**config.mk**
```make
export PLATFORM = sky130hd
export DESIGN_NAME = mpu_interrupt_aggregator
export DESIGN_NICKNAME = d
export VERILOG_FILES = /design/src/core/mpu_irq_pkg.sv /design/src/core/mpu_interrupt_aggregator.sv
export SDC_FILE = /design/constraint.sdc
export NUM_CORES = 1
export LEC_CHECK = 0
export CAP_MARGIN = 20
export CORE_MARGIN = 1
export CORE_UTILIZATION = 58
export DETAILED_ROUTE_END_ITERATION = 10
export DONT_BUFFER_PORTS = 1
export GPL_ROUTABILITY_DRIVEN = 0
export MAX_ROUTING_LAYER = met4
export PLACE_DENSITY_LB_ADDON = 0.25
export SLEW_MARGIN = 20
export SYNTH_ARGS = -nofsm -noshare
export SYNTH_HDL_FRONTEND = slang
export SYNTH_SLANG_ARGS = --single-unit
```
**constraint.sdc**
```tcl
create_clock -name ref_clk_in -period 2.2 [get_ports ref_clk_in]
set_input_delay 0.33 -clock ref_clk_in [delete_from_list [all_inputs] [get_ports ref_clk_in]]
set_output_delay 0.33 -clock ref_clk_in [all_outputs]
set_load 0.03 [all_outputs]
```
**src/core/mpu_irq_pkg.sv**
```systemverilog
// Summary of operation
// - Request flags: ext2-6 in bits 1-5.
// - Timer overflow flags clear on service acknowledge.
// - Ext6 sources and EEPROM busy inverted for rising detection.
// - Ext0-4 wired to I/O, pulse, busy, voltage.
// - Ext5 from EEPROM fall or serial-peripheral rise.
// - Ext6 from transfer, second, minute, alarm falls.
// - Ext0/ext1 taken from selectable I/O pins.
// - Delivery needs enable; hardware sets each flag.
// - Sub-sources carry own enable and flag bits.
// - Ext6 sub-source bit placement 0,1,2,4.
// - Pulse X/Y bits 6/5; W/V flags 4/3.
// - Ext0-6 flags clear when vectored.
// - Sub-flags clear by written zero only.
// - Six priority groups: five source pairs, ext6 alone.
// - Group level from high/low priority bits.
// - Fixed polling order breaks equal-level ties.
// - Preemption only by strictly higher level.
// - Polarity bit: 0 falling, 1 rising.
// - Global enable low blocks all interrupts.
// - Each source has its fixed vector.
package mpu_irq_pkg;
  localparam int unsigned ADDR_W  = 16;
  localparam int unsigned DATA_W  = 8;
  localparam int unsigned NUM_SRC = 11;
  localparam int unsigned SRC_W   = 4;
  localparam int unsigned LVL_W   = 2;
  localparam int unsigned NUM_LVL = 4;
  localparam int unsigned VEC_W   = 16;

  localparam logic [15:0] ADDR_TIMER_EXT_CTRL   = 16'h0088;
  localparam logic [15:0] ADDR_ENABLE_2         = 16'h009A;
  localparam logic [15:0] ADDR_ENABLE_0         = 16'h00A8;
  localparam logic [15:0] ADDR_PRIORITY_LOW     = 16'h00A9;
  localparam logic [15:0] ADDR_ENABLE_1         = 16'h00B8;
  localparam logic [15:0] ADDR_PRIORITY_HIGH    = 16'h00B9;
  localparam logic [15:0] ADDR_EXT_REQ_FLAGS    = 16'h00C0;
  localparam logic [15:0] ADDR_TIMER_C_CONTROL  = 16'h00C8;
  localparam logic [15:0] ADDR_SUB_FLAGS_A      = 16'h00E8;
  localparam logic [15:0] ADDR_SUB_FLAGS_B      = 16'h00F8;
  localparam logic [15:0] ADDR_SUB_ENABLES_A    = 16'h2700;
  localparam logic [15:0] ADDR_SUB_ENABLES_B    = 16'h2701;

  localparam logic [7:0] RST_BYTE        = 8'h00;
  localparam logic [7:0] MASK_EXT_FLAGS  = 8'h3E;
  localparam logic [7:0] MASK_TIMER_EXT  = 8'hAF;
  localparam logic [7:0] MASK_ENABLE_0   = 8'h9F;
  localparam logic [7:0] MASK_ENABLE_1   = 8'h3E;
  localparam logic [7:0] MASK_ENABLE_2   = 8'h01;
  localparam logic [7:0] MASK_PRIORITY   = 8'h3F;
  localparam logic [7:0] MASK_EDGE_SEL   = 8'h60;
  localparam logic [7:0] MASK_SUB_A      = 8'hF7;
  localparam logic [7:0] MASK_SUB_B      = 8'h98;
  localparam logic [7:0] MASK_SUB_EN_B   = 8'hE0;

  // Bit positions in the timer/external control byte.
  localparam int unsigned B_TMR1_OVF  = 7;
  localparam int unsigned B_TMR0_OVF  = 5;
  localparam int unsigned B_EXT1_FLAG = 3;
  localparam int unsigned B_IT1       = 2;
  localparam int unsigned B_EXT0_FLAG = 1;
  localparam int unsigned B_IT0       = 0;
  // Bit positions in the enable bytes and the edge select byte.
  localparam int unsigned B_GLOBAL = 7;
  localparam int unsigned B_ES0    = 4;
  localparam int unsigned B_ET1    = 3;
  localparam int unsigned B_EXT1_EN = 2;
  localparam int unsigned B_ET0    = 1;
  localparam int unsigned B_EXT0_EN = 0;
  localparam int unsigned B_ES1    = 0;
  localparam int unsigned B_EXT2   = 1;
  localparam int unsigned B_EXT3   = 2;
  localparam int unsigned B_EXT4   = 3;
  localparam int unsigned B_EXT5   = 4;
  localparam int unsigned B_EXT6   = 5;
  localparam int unsigned B_EXT3_EDGE = 6;
  localparam int unsigned B_EXT2_EDGE = 5;
  // Sub-source bit positions.
  localparam int unsigned B_XFER = 0;
  localparam int unsigned B_SEC  = 1;
  localparam int unsigned B_MIN  = 2;
  localparam int unsigned B_ALRM = 4;
  localparam int unsigned B_PY   = 5;
  localparam int unsigned B_PX   = 6;
  localparam int unsigned B_EEP  = 7;
  localparam int unsigned B_SPI  = 7;
  localparam int unsigned B_PW   = 4;
  localparam int unsigned B_PV   = 3;
  localparam int unsigned B_PW_EN = 6;
  localparam int unsigned B_PV_EN = 5;

  // Sources in polling order; group of a source is its index halved.
  localparam logic [3:0] SRC_EXT0 = 4'h0;
  localparam logic [3:0] SRC_SER1 = 4'h1;
  localparam logic [3:0] SRC_TMR0 = 4'h2;
  localparam logic [3:0] SRC_EXT2 = 4'h3;
  localparam logic [3:0] SRC_EXT1 = 4'h4;
  localparam logic [3:0] SRC_EXT3 = 4'h5;
  localparam logic [3:0] SRC_TMR1 = 4'h6;
  localparam logic [3:0] SRC_EXT4 = 4'h7;
  localparam logic [3:0] SRC_SER0 = 4'h8;
  localparam logic [3:0] SRC_EXT5 = 4'h9;
  localparam logic [3:0] SRC_EXT6 = 4'hA;

  localparam logic [15:0] VEC_EXT0 = 16'h0003;
  localparam logic [15:0] VEC_TMR0 = 16'h000B;
  localparam logic [15:0] VEC_EXT1 = 16'h0013;
  localparam logic [15:0] VEC_TMR1 = 16'h001B;
  localparam logic [15:0] VEC_SER0 = 16'h0023;
  localparam logic [15:0] VEC_EXT2 = 16'h004B;
  localparam logic [15:0] VEC_EXT3 = 16'h0053;
  localparam logic [15:0] VEC_EXT4 = 16'h005B;
  localparam logic [15:0] VEC_EXT5 = 16'h0063;
  localparam logic [15:0] VEC_EXT6 = 16'h006B;
  localparam logic [15:0] VEC_SER1 = 16'h0083;
endpackage

```
**src/core/mpu_interrupt_aggregator.sv**
```systemverilog
`timescale 1ns/1ns
module mpu_interrupt_aggregator
  import mpu_irq_pkg::*;
#(
  parameter int unsigned DIO_W = 8,
  parameter int unsigned SEL_W = 3
) (
  input  wire logic              ref_clk_in,
  input  wire logic              reset_n_in,
  input  wire logic [ADDR_W-1:0] sfr_addr_in,
  input  wire logic              sfr_wr_in,
  input  wire logic              sfr_rd_in,
  input  wire logic [DATA_W-1:0] sfr_wdata_in,
  output logic      [DATA_W-1:0] sfr_rdata_out,
  input  wire logic [DIO_W-1:0]  dio_pins_in,
  input  wire logic [SEL_W-1:0]  ext0_pin_select_in,
  input  wire logic [SEL_W-1:0]  ext1_pin_select_in,
  input  wire logic [3:0]        ce_pulse_in,
  input  wire logic              ce_busy_in,
  input  wire logic [2:0]        voltage_status_in,
  input  wire logic              eeprom_busy_in,
  input  wire logic              serial_periph_event_in,
  input  wire logic              transfer_busy_in,
  input  wire logic              clock_second_tick_in,
  input  wire logic              clock_minute_tick_in,
  input  wire logic              clock_alarm_in,
  input  wire logic              timer_a_overflow_in,
  input  wire logic              timer_b_overflow_in,
  input  wire logic              timer_a_service_ack_in,
  input  wire logic              timer_b_service_ack_in,
  input  wire logic              serial0_req_in,
  input  wire logic              serial1_req_in,
  input  wire logic              irq_ack_in,
  input  wire logic              irq_return_in,
  output logic                   irq_req_out,
  output logic      [VEC_W-1:0]  irq_vector_out,
  output logic      [SRC_W-1:0]  irq_source_out,
  output logic      [LVL_W-1:0]  irq_level_out
);

  // ----------------------------------------------------------------
  // Registers
  // ----------------------------------------------------------------
  logic [7:0] tcon_q, tcon_d, en0_q, en1_q, en2_q, ipl_q, iph_q;
  logic [7:0] ext_flags_q, ext_flags_d, edge_sel_q, sub_a_q, sub_a_d;
  logic [7:0] sub_b_q, sub_b_d, sub_en_a_q, sub_en_b_q;
  logic [7:0] rdata_q;
  logic [DIO_W-1:0] dio_meta_q, dio_sync_q;
  logic       ext0_pin_q, ext1_pin_q;
  logic [3:0] pulse_q;
  logic       busy_q, eeprom_q, spi_q;
  logic [2:0] volt_q;
  logic [3:0] ext6_src_q;
  logic [NUM_LVL-1:0] in_service_q;
  logic              irq_req_q;
  logic [VEC_W-1:0]  vector_q;
  logic [SRC_W-1:0]  src_q;
  logic [LVL_W-1:0]  level_q;

  logic wr_tcon, wr_en0, wr_en1, wr_en2, wr_ipl, wr_iph, wr_ext_flags;
  logic wr_edge, wr_sub_a, wr_sub_b, wr_sub_en_a, wr_sub_en_b;

  // Strobe and address are arguments, not signals read from inside,
  // so that each write decode is re-evaluated whenever they move.
  function automatic logic hit(input logic              wr,
                               input logic [ADDR_W-1:0] addr,
                               input logic [ADDR_W-1:0] a);
    hit = wr && (addr == a);
  endfunction

  function automatic logic [VEC_W-1:0] vector_of(input logic [3:0] s);
    case (s)
      SRC_EXT0: vector_of = VEC_EXT0;
      SRC_SER1: vector_of = VEC_SER1;
      SRC_TMR0: vector_of = VEC_TMR0;
      SRC_EXT2: vector_of = VEC_EXT2;
      SRC_EXT1: vector_of = VEC_EXT1;
      SRC_EXT3: vector_of = VEC_EXT3;
      SRC_TMR1: vector_of = VEC_TMR1;
      SRC_EXT4: vector_of = VEC_EXT4;
      SRC_SER0: vector_of = VEC_SER0;
      SRC_EXT5: vector_of = VEC_EXT5;
      default:  vector_of = VEC_EXT6;
    endcase
  endfunction

  assign wr_tcon      = hit(sfr_wr_in, sfr_addr_in, ADDR_TIMER_EXT_CTRL);
  assign wr_en0       = hit(sfr_wr_in, sfr_addr_in, ADDR_ENABLE_0);
  assign wr_en1       = hit(sfr_wr_in, sfr_addr_in, ADDR_ENABLE_1);
  assign wr_en2       = hit(sfr_wr_in, sfr_addr_in, ADDR_ENABLE_2);
  assign wr_ipl       = hit(sfr_wr_in, sfr_addr_in, ADDR_PRIORITY_LOW);
  assign wr_iph       = hit(sfr_wr_in, sfr_addr_in, ADDR_PRIORITY_HIGH);
  assign wr_ext_flags = hit(sfr_wr_in, sfr_addr_in, ADDR_EXT_REQ_FLAGS);
  assign wr_edge      = hit(sfr_wr_in, sfr_addr_in, ADDR_TIMER_C_CONTROL);
  assign wr_sub_a     = hit(sfr_wr_in, sfr_addr_in, ADDR_SUB_FLAGS_A);
  assign wr_sub_b     = hit(sfr_wr_in, sfr_addr_in, ADDR_SUB_FLAGS_B);
  assign wr_sub_en_a  = hit(sfr_wr_in, sfr_addr_in, ADDR_SUB_ENABLES_A);
  assign wr_sub_en_b  = hit(sfr_wr_in, sfr_addr_in, ADDR_SUB_ENABLES_B);

  // ----------------------------------------------------------------
  // Pin synchronisers and edge history
  // ----------------------------------------------------------------
  always_ff @(posedge ref_clk_in) begin
    if (!reset_n_in) begin
      // Idle high, like the pin history, so no false event after reset.
      dio_meta_q <= '1;
      dio_sync_q <= '1;
    end else begin
      dio_meta_q <= dio_pins_in;
      dio_sync_q <= dio_meta_q;
    end
  end

  logic ext0_pin, ext1_pin;
  assign ext0_pin = dio_sync_q[ext0_pin_select_in];
  assign ext1_pin = dio_sync_q[ext1_pin_select_in];

  // Inverted copies so that every ext6 sub-source is a rising edge.
  logic [3:0] ext6_src;
  assign ext6_src = ~{clock_alarm_in, clock_minute_tick_in,
                      clock_second_tick_in, transfer_busy_in};

  always_ff @(posedge ref_clk_in) begin
    if (!reset_n_in) begin
      ext0_pin_q <= 1'b1;
      ext1_pin_q <= 1'b1;
      pulse_q    <= '0;
      busy_q     <= 1'b0;
      volt_q     <= '0;
      eeprom_q   <= 1'b0;
      spi_q      <= 1'b0;
      ext6_src_q <= '1;
    end else begin
      ext0_pin_q <= ext0_pin;
      ext1_pin_q <= ext1_pin;
      pulse_q    <= ce_pulse_in;
      busy_q     <= ce_busy_in;
      volt_q     <= voltage_status_in;
      eeprom_q   <= eeprom_busy_in;
      spi_q      <= serial_periph_event_in;
      ext6_src_q <= ext6_src;
    end
  end

  // ----------------------------------------------------------------
  // Event detection
  // ----------------------------------------------------------------
  logic       ext0_ev, ext1_ev, ext2_ev, ext3_ev, ext4_ev, ext5_ev;
  logic       ext6_ev, eeprom_fall, spi_rise;
  logic [3:0] pulse_edge, pulse_en, ext6_edge, ext6_en;

  // Type bit high selects falling edge, low selects low level.
  assign ext0_ev = tcon_q[B_IT0] ? (ext0_pin_q & ~ext0_pin) : ~ext0_pin;
  assign ext1_ev = tcon_q[B_IT1] ? (ext1_pin_q & ~ext1_pin) : ~ext1_pin;
  assign pulse_edge = edge_sel_q[B_EXT2_EDGE] ?
                      (ce_pulse_in & ~pulse_q) :
                      (~ce_pulse_in & pulse_q);
  assign pulse_en = {sub_en_a_q[B_PX], sub_en_a_q[B_PY],
                     sub_en_b_q[B_PW_EN], sub_en_b_q[B_PV_EN]};
  assign ext2_ev = |(pulse_edge & pulse_en);
  assign ext3_ev = edge_sel_q[B_EXT3_EDGE] ?
                   (ce_busy_in & ~busy_q) :
                   (~ce_busy_in & busy_q);
  assign ext4_ev = (voltage_status_in != volt_q);
  // EEPROM busy is inverted, so its fall is a rising request edge.
  assign eeprom_fall = ~eeprom_busy_in & eeprom_q;
  assign spi_rise    = serial_periph_event_in & ~spi_q;
  assign ext5_ev = (eeprom_fall & sub_en_a_q[B_EEP]) |
                   (spi_rise & sub_en_b_q[B_SPI]);
  assign ext6_edge = ext6_src & ~ext6_src_q;
  assign ext6_en   = {sub_en_a_q[B_ALRM], sub_en_a_q[B_MIN],
                      sub_en_a_q[B_SEC], sub_en_a_q[B_XFER]};
  assign ext6_ev = |(ext6_edge & ext6_en);

  // ----------------------------------------------------------------
  // Flag registers
  // ----------------------------------------------------------------
  // A hardware set always beats a clear in the same cycle, so a byte
  // mask write cannot lose an event that lands on it.
  logic [7:0] sub_a_set, sub_b_set, ext_flags_set, tcon_set;
  logic       take;
  assign take = irq_ack_in && irq_req_q;

  always_comb begin
    sub_a_set = '0;
    sub_a_set[B_XFER] = ext6_edge[0];
    sub_a_set[B_SEC]  = ext6_edge[1];
    sub_a_set[B_MIN]  = ext6_edge[2];
    sub_a_set[B_ALRM] = ext6_edge[3];
    sub_a_set[B_PY]   = pulse_edge[2];
    sub_a_set[B_PX]   = pulse_edge[3];
    sub_a_set[B_EEP]  = eeprom_fall;
    sub_b_set = '0;
    sub_b_set[B_SPI] = spi_rise;
    sub_b_set[B_PW]  = pulse_edge[1];
    sub_b_set[B_PV]  = pulse_edge[0];
    // Ones in a write keep the flag, zeros clear it.
    sub_a_d = (wr_sub_a ? (sub_a_q & sfr_wdata_in) : sub_a_q)
              | (sub_a_set & MASK_SUB_A);
    sub_b_d = (wr_sub_b ? (sub_b_q & sfr_wdata_in) : sub_b_q)
              | (sub_b_set & MASK_SUB_B);
  end

  always_comb begin
    ext_flags_set = '0;
    ext_flags_set[B_EXT2] = ext2_ev;
    ext_flags_set[B_EXT3] = ext3_ev;
    ext_flags_set[B_EXT4] = ext4_ev;
    ext_flags_set[B_EXT5] = ext5_ev;
    ext_flags_set[B_EXT6] = ext6_ev;
    ext_flags_d = wr_ext_flags ? sfr_wdata_in : ext_flags_q;
    if (take) begin
      case (src_q)
        SRC_EXT2: ext_flags_d[B_EXT2] = 1'b0;
        SRC_EXT3: ext_flags_d[B_EXT3] = 1'b0;
        SRC_EXT4: ext_flags_d[B_EXT4] = 1'b0;
        SRC_EXT5: ext_flags_d[B_EXT5] = 1'b0;
        SRC_EXT6: ext_flags_d[B_EXT6] = 1'b0;
        default:  ext_flags_d = ext_flags_d;
      endcase
    end
    ext_flags_d = (ext_flags_d | ext_flags_set) & MASK_EXT_FLAGS;
    tcon_set = '0;
    tcon_set[B_EXT0_FLAG] = ext0_ev;
    tcon_set[B_EXT1_FLAG] = ext1_ev;
    tcon_set[B_TMR0_OVF]  = timer_a_overflow_in;
    tcon_set[B_TMR1_OVF]  = timer_b_overflow_in;
    tcon_d = wr_tcon ? sfr_wdata_in : tcon_q;
    if (timer_a_service_ack_in) tcon_d[B_TMR0_OVF] = 1'b0;
    if (timer_b_service_ack_in) tcon_d[B_TMR1_OVF] = 1'b0;
    if (take && src_q == SRC_EXT0) tcon_d[B_EXT0_FLAG] = 1'b0;
    if (take && src_q == SRC_EXT1) tcon_d[B_EXT1_FLAG] = 1'b0;
    tcon_d = (tcon_d | tcon_set) & MASK_TIMER_EXT;
  end

  always_ff @(posedge ref_clk_in) begin
    if (!reset_n_in) begin
      tcon_q      <= RST_BYTE;
      ext_flags_q <= RST_BYTE;
      sub_a_q <= RST_BYTE;
      sub_b_q <= RST_BYTE;
    end else begin
      tcon_q      <= tcon_d;
      ext_flags_q <= ext_flags_d;
      sub_a_q <= sub_a_d;
      sub_b_q <= sub_b_d;
    end
  end

  always_ff @(posedge ref_clk_in) begin
    if (!reset_n_in) begin
      en0_q <= RST_BYTE;
      en1_q <= RST_BYTE;
      en2_q <= RST_BYTE;
      ipl_q <= RST_BYTE;
      iph_q <= RST_BYTE;
      edge_sel_q <= RST_BYTE;
      sub_en_a_q <= RST_BYTE;
      sub_en_b_q <= RST_BYTE;
    end else begin
      if (wr_en0) en0_q <= sfr_wdata_in & MASK_ENABLE_0;
      if (wr_en1) en1_q <= sfr_wdata_in & MASK_ENABLE_1;
      if (wr_en2) en2_q <= sfr_wdata_in & MASK_ENABLE_2;
      if (wr_ipl) ipl_q <= sfr_wdata_in & MASK_PRIORITY;
      if (wr_iph) iph_q <= sfr_wdata_in & MASK_PRIORITY;
      if (wr_edge) edge_sel_q <= sfr_wdata_in & MASK_EDGE_SEL;
      if (wr_sub_en_a) sub_en_a_q <= sfr_wdata_in & MASK_SUB_A;
      if (wr_sub_en_b) sub_en_b_q <= sfr_wdata_in & MASK_SUB_EN_B;
    end
  end

  // ----------------------------------------------------------------
  // Register read port
  // ----------------------------------------------------------------
  always_ff @(posedge ref_clk_in) begin
    if (!reset_n_in) begin
      rdata_q <= RST_BYTE;
    end else if (sfr_rd_in) begin
      case (sfr_addr_in)
        ADDR_TIMER_EXT_CTRL:  rdata_q <= tcon_q;
        ADDR_ENABLE_0:        rdata_q <= en0_q;
        ADDR_ENABLE_1:        rdata_q <= en1_q;
        ADDR_ENABLE_2:        rdata_q <= en2_q;
        ADDR_PRIORITY_LOW:    rdata_q <= ipl_q;
        ADDR_PRIORITY_HIGH:   rdata_q <= iph_q;
        ADDR_EXT_REQ_FLAGS:   rdata_q <= ext_flags_q;
        ADDR_TIMER_C_CONTROL: rdata_q <= edge_sel_q;
        ADDR_SUB_FLAGS_A:     rdata_q <= sub_a_q;
        ADDR_SUB_FLAGS_B:     rdata_q <= sub_b_q;
        ADDR_SUB_ENABLES_A:   rdata_q <= sub_en_a_q;
        ADDR_SUB_ENABLES_B:   rdata_q <= sub_en_b_q;
        default:              rdata_q <= RST_BYTE;
      endcase
    end
  end
  assign sfr_rdata_out = rdata_q;

  // ----------------------------------------------------------------
  // Arbitration
  // ----------------------------------------------------------------
  logic [NUM_SRC-1:0] active;
  logic [LVL_W-1:0]   src_level [NUM_SRC];
  always_comb begin
    active[SRC_EXT0] = tcon_q[B_EXT0_FLAG] & en0_q[B_EXT0_EN];
    active[SRC_SER1] = serial1_req_in & en2_q[B_ES1];
    active[SRC_TMR0] = tcon_q[B_TMR0_OVF] & en0_q[B_ET0];
    active[SRC_EXT2] = ext_flags_q[B_EXT2] & en1_q[B_EXT2];
    active[SRC_EXT1] = tcon_q[B_EXT1_FLAG] & en0_q[B_EXT1_EN];
    active[SRC_EXT3] = ext_flags_q[B_EXT3] & en1_q[B_EXT3];
    active[SRC_TMR1] = tcon_q[B_TMR1_OVF] & en0_q[B_ET1];
    active[SRC_EXT4] = ext_flags_q[B_EXT4] & en1_q[B_EXT4];
    active[SRC_SER0] = serial0_req_in & en0_q[B_ES0];
    active[SRC_EXT5] = ext_flags_q[B_EXT5] & en1_q[B_EXT5];
    active[SRC_EXT6] = ext_flags_q[B_EXT6] & en1_q[B_EXT6];
  end

  // Group of a source is its polling index halved.
  for (genvar i = 0; i < NUM_SRC; i++) begin : g_level
    assign src_level[i] = {iph_q[i/2], ipl_q[i/2]};
  end

  logic             found, any_isr, allow;
  logic [SRC_W-1:0] win_src;
  logic [LVL_W-1:0] win_lvl, cur_lvl;
  always_comb begin
    found   = 1'b0;
    win_src = '0;
    win_lvl = '0;
    for (int l = NUM_LVL - 1; l >= 0; l--) begin
      for (int s = 0; s < NUM_SRC; s++) begin
        if (!found && active[s] && src_level[s] == l[LVL_W-1:0]) begin
          found   = 1'b1;
          win_src = s[SRC_W-1:0];
          win_lvl = l[LVL_W-1:0];
        end
      end
    end
    any_isr = |in_service_q;
    cur_lvl = '0;
    for (int l = 0; l < NUM_LVL; l++) begin
      if (in_service_q[l]) cur_lvl = l[LVL_W-1:0];
    end
  end
  // A running handler is only interrupted by a strictly higher level.
  assign allow = en0_q[B_GLOBAL] && found &&
                 (!any_isr || win_lvl > cur_lvl);

  always_ff @(posedge ref_clk_in) begin
    if (!reset_n_in) begin
      irq_req_q <= 1'b0;
      vector_q  <= '0;
      src_q     <= '0;
      level_q   <= '0;
    end else begin
      // Drop the request for a cycle after a take so a stale flag is
      // never offered twice.
      irq_req_q <= allow && !take;
      vector_q  <= vector_of(win_src);
      src_q     <= win_src;
      level_q   <= win_lvl;
    end
  end

  // Return releases the highest level that is in service.
  always_ff @(posedge ref_clk_in) begin
    if (!reset_n_in) begin
      in_service_q <= '0;
    end else if (take) begin
      in_service_q[level_q] <= 1'b1;
    end else if (irq_return_in && any_isr) begin
      in_service_q[cur_lvl] <= 1'b0;
    end
  end

  assign irq_req_out    = irq_req_q;
  assign irq_vector_out = vector_q;
  assign irq_source_out = src_q;
  assign irq_level_out  = level_q;
endmodule // mpu_interrupt_aggregator

```
======== Yosys cells after proc, flatten, opt, wreduce, memory -nomap -nowiden ========
Memories as Yosys holds them, arrays and structs flattened. A register that Yosys moved wholly into a read port is not among the register bits.
Index checks and enable logic that the tools add are counted.
storage, ports and cells
  bits in registers ....................... 132
  output and inout port bits .............. 31
  word-level logic and storage cells ...... 447
  bits in latches ......................... 0
  RAM bits ................................ 0
  memories kept ........................... 1
  memory bits (read-only) ................. 80
  input bits .............................. 64
memory list
  name             words  width  rd ports  clocked after Yosys merged registers in  wr ports  line                            text
  (no name shown)  16     5      1         1                                        0         mpu_interrupt_aggregator.sv:72  case (s)
cells by class
  div/mod/pow operators ................... 0
  $lt $le $gt $ge ......................... 7
  reduce and logical (&&, ||, !) cells .... 166
  bitwise logic cells ..................... 44
  shifts and indexed selects .............. 0
  add/sub/neg operators ................... 0
  multipliers ............................. 0
  eq/ne operators ......................... 37
  multiplexer cells ....................... 163
operator list
  operator              number
  $mux 4                45
  $eq 16x8->1 const B   10
  $logic_and 1x1->1     108
  $pmux 8 s12           1
  $mux 2                46
  $mux 1                62
  $logic_not 1->1       46
  $eq 16x14->1 const B  2
  $and 4x4->4           6
  $eq 2x2->1 const B    12
  $mux 8                3
  $or 8x8->8            3
  $not 4->4             5
  $and 1x1->1           19
  $and 8x8->8           2
  $eq 2x1->1 const B    6
  $eq 4x3->1 const B    3
  $logic_not 2->1       6
  $mux 6                2
  $reduce_or 4->1       3
  $eq 4x4->1 const B    2
  $lt 3x4->1 const B    2
  $bmux 1 s3            2
  $lt 2x3->1 const B    2
  12 further kinds      19

======== Logic depth before layout (Yosys ltp) ========
  word-level depth ........................ 179
  gate-level depth with buffers ........... 12
  mapped depth without buffers ............ 11

======== Worst setup path before layout ========
Ideal clock, no wire load.
  path kind ............................... input port to flip-flop
  start ................................... input port serial0_req_in
  end ..................................... register irq_req_q (netlist: irq_req_out)
  data arrival time ....................... 2.267 ns
  slack ................................... -0.188 ns
  path buffers ............................ 0
  data required time ...................... 2.079 ns
  stages on the path ...................... 9
  library setup time ...................... 0.121 ns
  cells stage by stage .................... a22o_1 -> a311o_1 -> nor4_2 -> nand2_1 -> o2111a_1 -> ha_1 -> a21oi_1 -> o2111ai_1 -> nor2_1
between the ends
  longest elaborated chain between the ends .. 148
  elaborated cells between the ends (all ways) .. 185
  those cells by class .................... order compare (1); mux (72); bitwise (1); reduce/logical (111)
RTL lines
  element                          line                             text
  start: declaration               mpu_interrupt_aggregator.sv:31   input wire logic serial0_req_in,
  $and 1x1->1 *                    mpu_interrupt_aggregator.sv:312  active[SRC_SER0] = serial0_req_in & en0_q[B_ES0];
  $logic_and 1x1->1 (2 in series)  mpu_interrupt_aggregator.sv:331  if (!found && active[s] && src_level[s] == l[LVL_W-1:0]) begin
  $mux 1                           mpu_interrupt_aggregator.sv:331
  $logic_not 1->1                  mpu_interrupt_aggregator.sv:331
  $logic_and 1x1->1 (2 in series)  mpu_interrupt_aggregator.sv:331
  $mux 1                           mpu_interrupt_aggregator.sv:331
  $logic_not 1->1                  mpu_interrupt_aggregator.sv:331
  $logic_and 1x1->1 (2 in series)  mpu_interrupt_aggregator.sv:331
  [129 not listed]                 --
  $logic_not 1->1                  mpu_interrupt_aggregator.sv:331
  $logic_and 1x1->1 (2 in series)  mpu_interrupt_aggregator.sv:331
  $mux 2 *                         mpu_interrupt_aggregator.sv:331
  via win_lvl[1]                   mpu_interrupt_aggregator.sv:324  logic [LVL_W-1:0] win_lvl, cur_lvl;
  $gt 2x2->1 *                     mpu_interrupt_aggregator.sv:346  (!any_isr || win_lvl > cur_lvl);
  $logic_or 1x1->1 *               mpu_interrupt_aggregator.sv:346
  $logic_and 1x1->1 *              mpu_interrupt_aggregator.sv:345  assign allow = en0_q[B_GLOBAL] && found &&
  $logic_and 1x1->1 *              mpu_interrupt_aggregator.sv:357  irq_req_q <= allow && !take;
  end signal: assignment           mpu_interrupt_aggregator.sv:357
  end: declaration                 mpu_interrupt_aggregator.sv:55   logic irq_req_q;
Mark *: on every way through the listed nets, which the timed path passes. The rest lies on a longest branch.
A chain may end at the register's enable or synchronous reset.

======== Final worst setup path ========
  start ................................... register iph_q[0]
  end ..................................... register irq_req_q (netlist: irq_req_out)
between the ends
  longest elaborated chain between the ends .. 179
  elaborated cells between the ends (all ways) .. 227
  those cells by class .................... order compare (1); eq/ne (3); mux (88); reduce/logical (135)
RTL lines
  element                          line                             text
  start: declaration               mpu_interrupt_aggregator.sv:44   logic [7:0] tcon_q, tcon_d, en0_q, en1_q, en2_q, ipl_q, iph_q;
  start signal: assignment         mpu_interrupt_aggregator.sv:265  if (wr_iph) iph_q <= sfr_wdata_in & MASK_PRIORITY;
  $eq 2x2->1                       mpu_interrupt_aggregator.sv:331
  $logic_and 1x1->1                mpu_interrupt_aggregator.sv:331
  $mux 1                           mpu_interrupt_aggregator.sv:331
  $logic_not 1->1                  mpu_interrupt_aggregator.sv:331
  $logic_and 1x1->1 (2 in series)  mpu_interrupt_aggregator.sv:331
  $mux 1                           mpu_interrupt_aggregator.sv:331
  $logic_not 1->1                  mpu_interrupt_aggregator.sv:331
  $logic_and 1x1->1 (2 in series)  mpu_interrupt_aggregator.sv:331
  [161 not listed]                 --
  $logic_not 1->1                  mpu_interrupt_aggregator.sv:331
  $logic_and 1x1->1 (2 in series)  mpu_interrupt_aggregator.sv:331
  $mux 2 *                         mpu_interrupt_aggregator.sv:331
  via win_lvl[1]                   mpu_interrupt_aggregator.sv:324
  $gt 2x2->1 *                     mpu_interrupt_aggregator.sv:346
  $logic_or 1x1->1 *               mpu_interrupt_aggregator.sv:346
  $logic_and 1x1->1 *              mpu_interrupt_aggregator.sv:345
  $logic_and 1x1->1 *              mpu_interrupt_aggregator.sv:357
Marks and branches as above.

==> impl_metrics.csv <==
group,metric,value,unit
outcome,outcome,"finished, violations left",
outcome,violations,"negative setup slack",
flow_run,maxCapViolations,0,
floorplan,initial_core_util,0.596,
worst_setup_path,r2r_end,"irq_req_out$_SDFF_PN0_",
power,powerDensity,637,mW/mm^2
worst_setup_path,rrSetupSlack,-0.32,ns
global_route,top_usage_layer,"met2",
hold_path,holdPathStages,2,
timing,setup_violations,8,
clock_tree,clk_latency,0.54,ns
worst_setup_path,start_kind,"register",
worst_setup_path,worst_setup_path_end_kind,"register",
timing,maxSlewViolCount,0,
routing,wl_per_cell,22.0,um
logic_synthesis,synth_compound_area_frac,0.237,
worst_setup_path,crit_chain,"and4b_4 > a311o_1 > nor4_4 > buf_4 > nand2_4 > o2111a_2 > ha_4 > inv_2 > a21oi_2 > a21oi_2 > o2111ai_2 > nor2_1",
global_route,overflow,0,
floorplan,top_level_ports,95,
worst_setup_path,critical_path.slowest_cell,"a311o_1",
floorplan,dieArea,0.0110,sq mm
routing,route.detailed.drc,0,
timing,worstMarginPinSlew,1.12,ns
logic_synthesis,yosysTopAreaCellShare,0.389,
placed_design,placedCellCount,902,
worst_setup_path,reg2reg_depth,12,
power,power.leakage,0.00318,uW
power,total_power,5260,uW
timing,post-route-min-period,2.52,ns
worst_setup_path,criticalPathCategory,"register to register",
routing,drt-initial-drc-count,875,
logic_synthesis,synth_seq_cells,119,
clock_tree,clk_pin_slew,0.06,ns
placed_design,io_buffers,0,
layout,final_util,0.803,
logic_synthesis,synth_warnings,0,
worst_setup_path,critPathMaxStageDelay,0.39,ns
worst_setup_path,cp.arrival,2.99,ns
clock_tree,cts_sinks,119,
global_route,grt_max_degree,110,
worst_setup_path,worstPathRequired,2.67,ns
routing,wirelength,21700,um
global_route,grt_pass1_vias,6254,
clock_tree,cts_tree,"done",
clock_tree,cts_max_path_buffers,2,
global_route,grt_antenna_before_repair,0,
worst_setup_path,crit_buf_inv,2,
hold_path,hold_end,"ext0_pin_q$_SDFF_PN1_",
timing,relSlewSlack,0.254,
layout,final_cells,986,
global_route,use_met3,0.0936,
layout,seq_area,0.00239,sq mm
timing,setup_ws,-0.324,ns
logic_synthesis,syn_inst,699,
logic_synthesis,synthMuxAreaShare,0.0544,
global_route,grt_util_met1,0.477,
routing,first_pass_iters,9,
logic_synthesis,synth_most_common_cell,"dfxtp_1",
routing,vias,6538,
routing,postRouteAntennaNets,0,
logic_synthesis,synth_common_cells,"dfxtp_1 (119), nand2_1 (75), a21boi_0 (39), nand3_1 (39), clkbuf_1 (32)",
floorplan,dieWidth,105,um
global_route,grt_pass1_wl,32900,um
clock_tree,htreeDepth,4,
layout,multi_input_area,0.00371,sq mm
logic_synthesis,syn_area,0.00612,sq mm
layout,final_nets,903,
logic_synthesis,avgSynthCellArea,8.76,sq um
logic_synthesis,ys_seq_area_frac,0.389,
placed_design,hpwl,13200,um
timing,skew,0.00904,ns
logic_synthesis,yosys.area.top_type,"dfxtp_1",
layout,num_antenna_cells,0,
hold_path,hp-class,"input pin to register",
logic_synthesis,synth_top_family_by_area,"simple AND/OR/NAND/NOR gates",
worst_setup_path,path_max_fanout,5,
timing,finalHoldViolations,0,
clock_tree,cts.root.buffer_cell,"clkbuf_8",
floorplan,core,0.0103,sq mm
power,peakVddDrop,0.644,mV
worst_setup_path,crit-reg2reg-launch,"iph_q[0]$_SDFFE_PN0P_",
floorplan,dieHeight,105,um
layout,syn2layout_area_growth,34.7,%
timing,period_share,1.15,
timing,max_freq,396,MHz
clock_tree,cts_made_buffers,17,
logic_synthesis,async_reset_ff_frac,0,
layout,drive_gt1_frac,0.259,
logic_synthesis,yosys.cell_types.count,78,
logic_synthesis,synth-simple-area-share,0.265,
logic_synthesis,synthTopCellsByArea,"dfxtp_1 (39%), a21boi_0 (4.8%), nand2_1 (4.6%), mux2i_1 (3.6%), nand3_1 (3.2%)",
logic_synthesis,synth-xor-area-share,0.00429,
logic_synthesis,synth_enable_flop_cells,0,
layout,fillers,634,
logic_synthesis,synthAdderAreaFrac,0.00409,
floorplan,fp-row-count,37,
global_route,met2_usage,0.624,
routing,routed_via_density,6.63,
global_route,grt_use_total,0.400,
hold_path,holdCritStartpoint,"ext0_pin_select_in[2]",
worst_setup_path,crit_top_cell,"a21oi_2",
logic_synthesis,yosys_most_used_dff,"dfxtp_1",
worst_setup_path,worst_path_dominant_cell_family,"compound AO/OA/AOI/OAI gates",
timing,rsz0062_at_grt,"true",
## cell families (layout without fill, tap and decap cells)
logic type      after synthesis  in the layout
mux                          28             28
flops                       119            119
xor+xnor                      3              3
compound gates              189            189
buf+inv                      61            204
other cells                   1              9
simple gates                296            296
fa+ha+maj                     2              2
## worst register-to-register path: cells and delay by family, from the launching register on
kind                       cells  cell delay, ns
DFF                            1            0.34
buffers and inverters          2            0.23
and+or+nand+nor                4            0.73
AOI/OAI and AO/OA              5            0.99
adders and majority gates      1            0.17
## cells in the final DEF, fill, tap and decap left out, drive strengths merged, types with 4 or more instances in the layout
master       count
buf            121
dfxtp          119
nand2           75
dlygate4sd3     40
nand3           39
a21boi          39
nor2            31
nand2b          30
nor2b           28
mux2i           22
o21a            20
nor3            19
and2            17
clkbuf          17
a21oi           17
inv             17
o21ai           13
a22oi           12
nor3b           10
nor4            10
a31oi            9
conb             9
o22ai            9
a222oi           8
o211a            7
a22o             7
nand4            6
o2111ai          6
or3              5
o211ai           5
a221oi           5
nand4b           4
mux4             4
or2              4
clkinv           4
and4b            4
## per-stage QoR
stage	instance area (sq um)	setup slack (ns)	hold slack (ns)	setup TNS (ns)
finish	8250	-0.324	0.0132	-1.51
global placement	6940	-0.244	0.366	-3.18
CTS	8100	-0.141	0.000209	-0.487
global route	8250	-0.413	0.00521	-2.03
floorplan	6190	-0.0793	0.358	-0.861
detailed placement	6950	-0.286	0.364	-4.63
## registers in the layout, summed over array words and instances (netlist names), 7 cells and up
signal	cells
sub_b_q	8
dio_meta_q	8
sub_en_a_q	7
dio_sync_q	8
sfr_rdata_out	8
sub_a_q	8
## layout make-up
type	count	area share
clock inverter	15	0.0205
tap	136	0.0206
multi-input combinational	527	0.450
clock buffer	17	0.0502
timing repair buffer	161	0.164
sequential	119	0.290
inverter	11	0.00501
## report_power, final
part	switching, uW	leakage, uW	total (uW)	internal (uW)
logic	140	0.00193	280	140
registers	32.7	0.000972	2240	2200
clock network	1100	0.000278	2740	1640
## per-layer routing
| metal | wire length (um) | vias up |
|---|---|---|
| li1 | - | 2861 |
| met1 | 7960 | 3070 |
| met4 | 1240 | 0 |
| met2 | 10000 | 476 |
| met5 | 0 | - |
| met3 | 2490 | 131 |
## worst max-delay path by stage
stage                         startpoint                      endpoint  slack, ns  cells past startpoint
3_5_place_dp        tcon_q[5]$_SDFF_PN0_        irq_req_out$_SDFF_PN0_      -0.29                      9
4_1_cts        ext_flags_q[5]$_SDFF_PN0_  irq_vector_out[6]$_SDFF_PN0_      -0.14                      8
3_3_place_gp        tcon_q[5]$_SDFF_PN0_        irq_req_out$_SDFF_PN0_      -0.24                      9
5_1_grt            iph_q[0]$_SDFFE_PN0P_        irq_req_out$_SDFF_PN0_      -0.41                     12
6_report           iph_q[0]$_SDFFE_PN0P_        irq_req_out$_SDFF_PN0_      -0.32                     12
2_1_floorplan            sfr_addr_in[11]          tcon_q[5]$_SDFF_PN0_      -0.08                      9
## what timing repair did
action,4_1_cts,5_1_grt
gates cloned,0,0
endpoints found under the setup margin,9,9
hold buffers,41,0
buffers inserted,8,5
gates resized for setup,22,28
pin swaps,9,17
endpoints found under the hold margin,113,0
(Power assumes the default switching activity.)
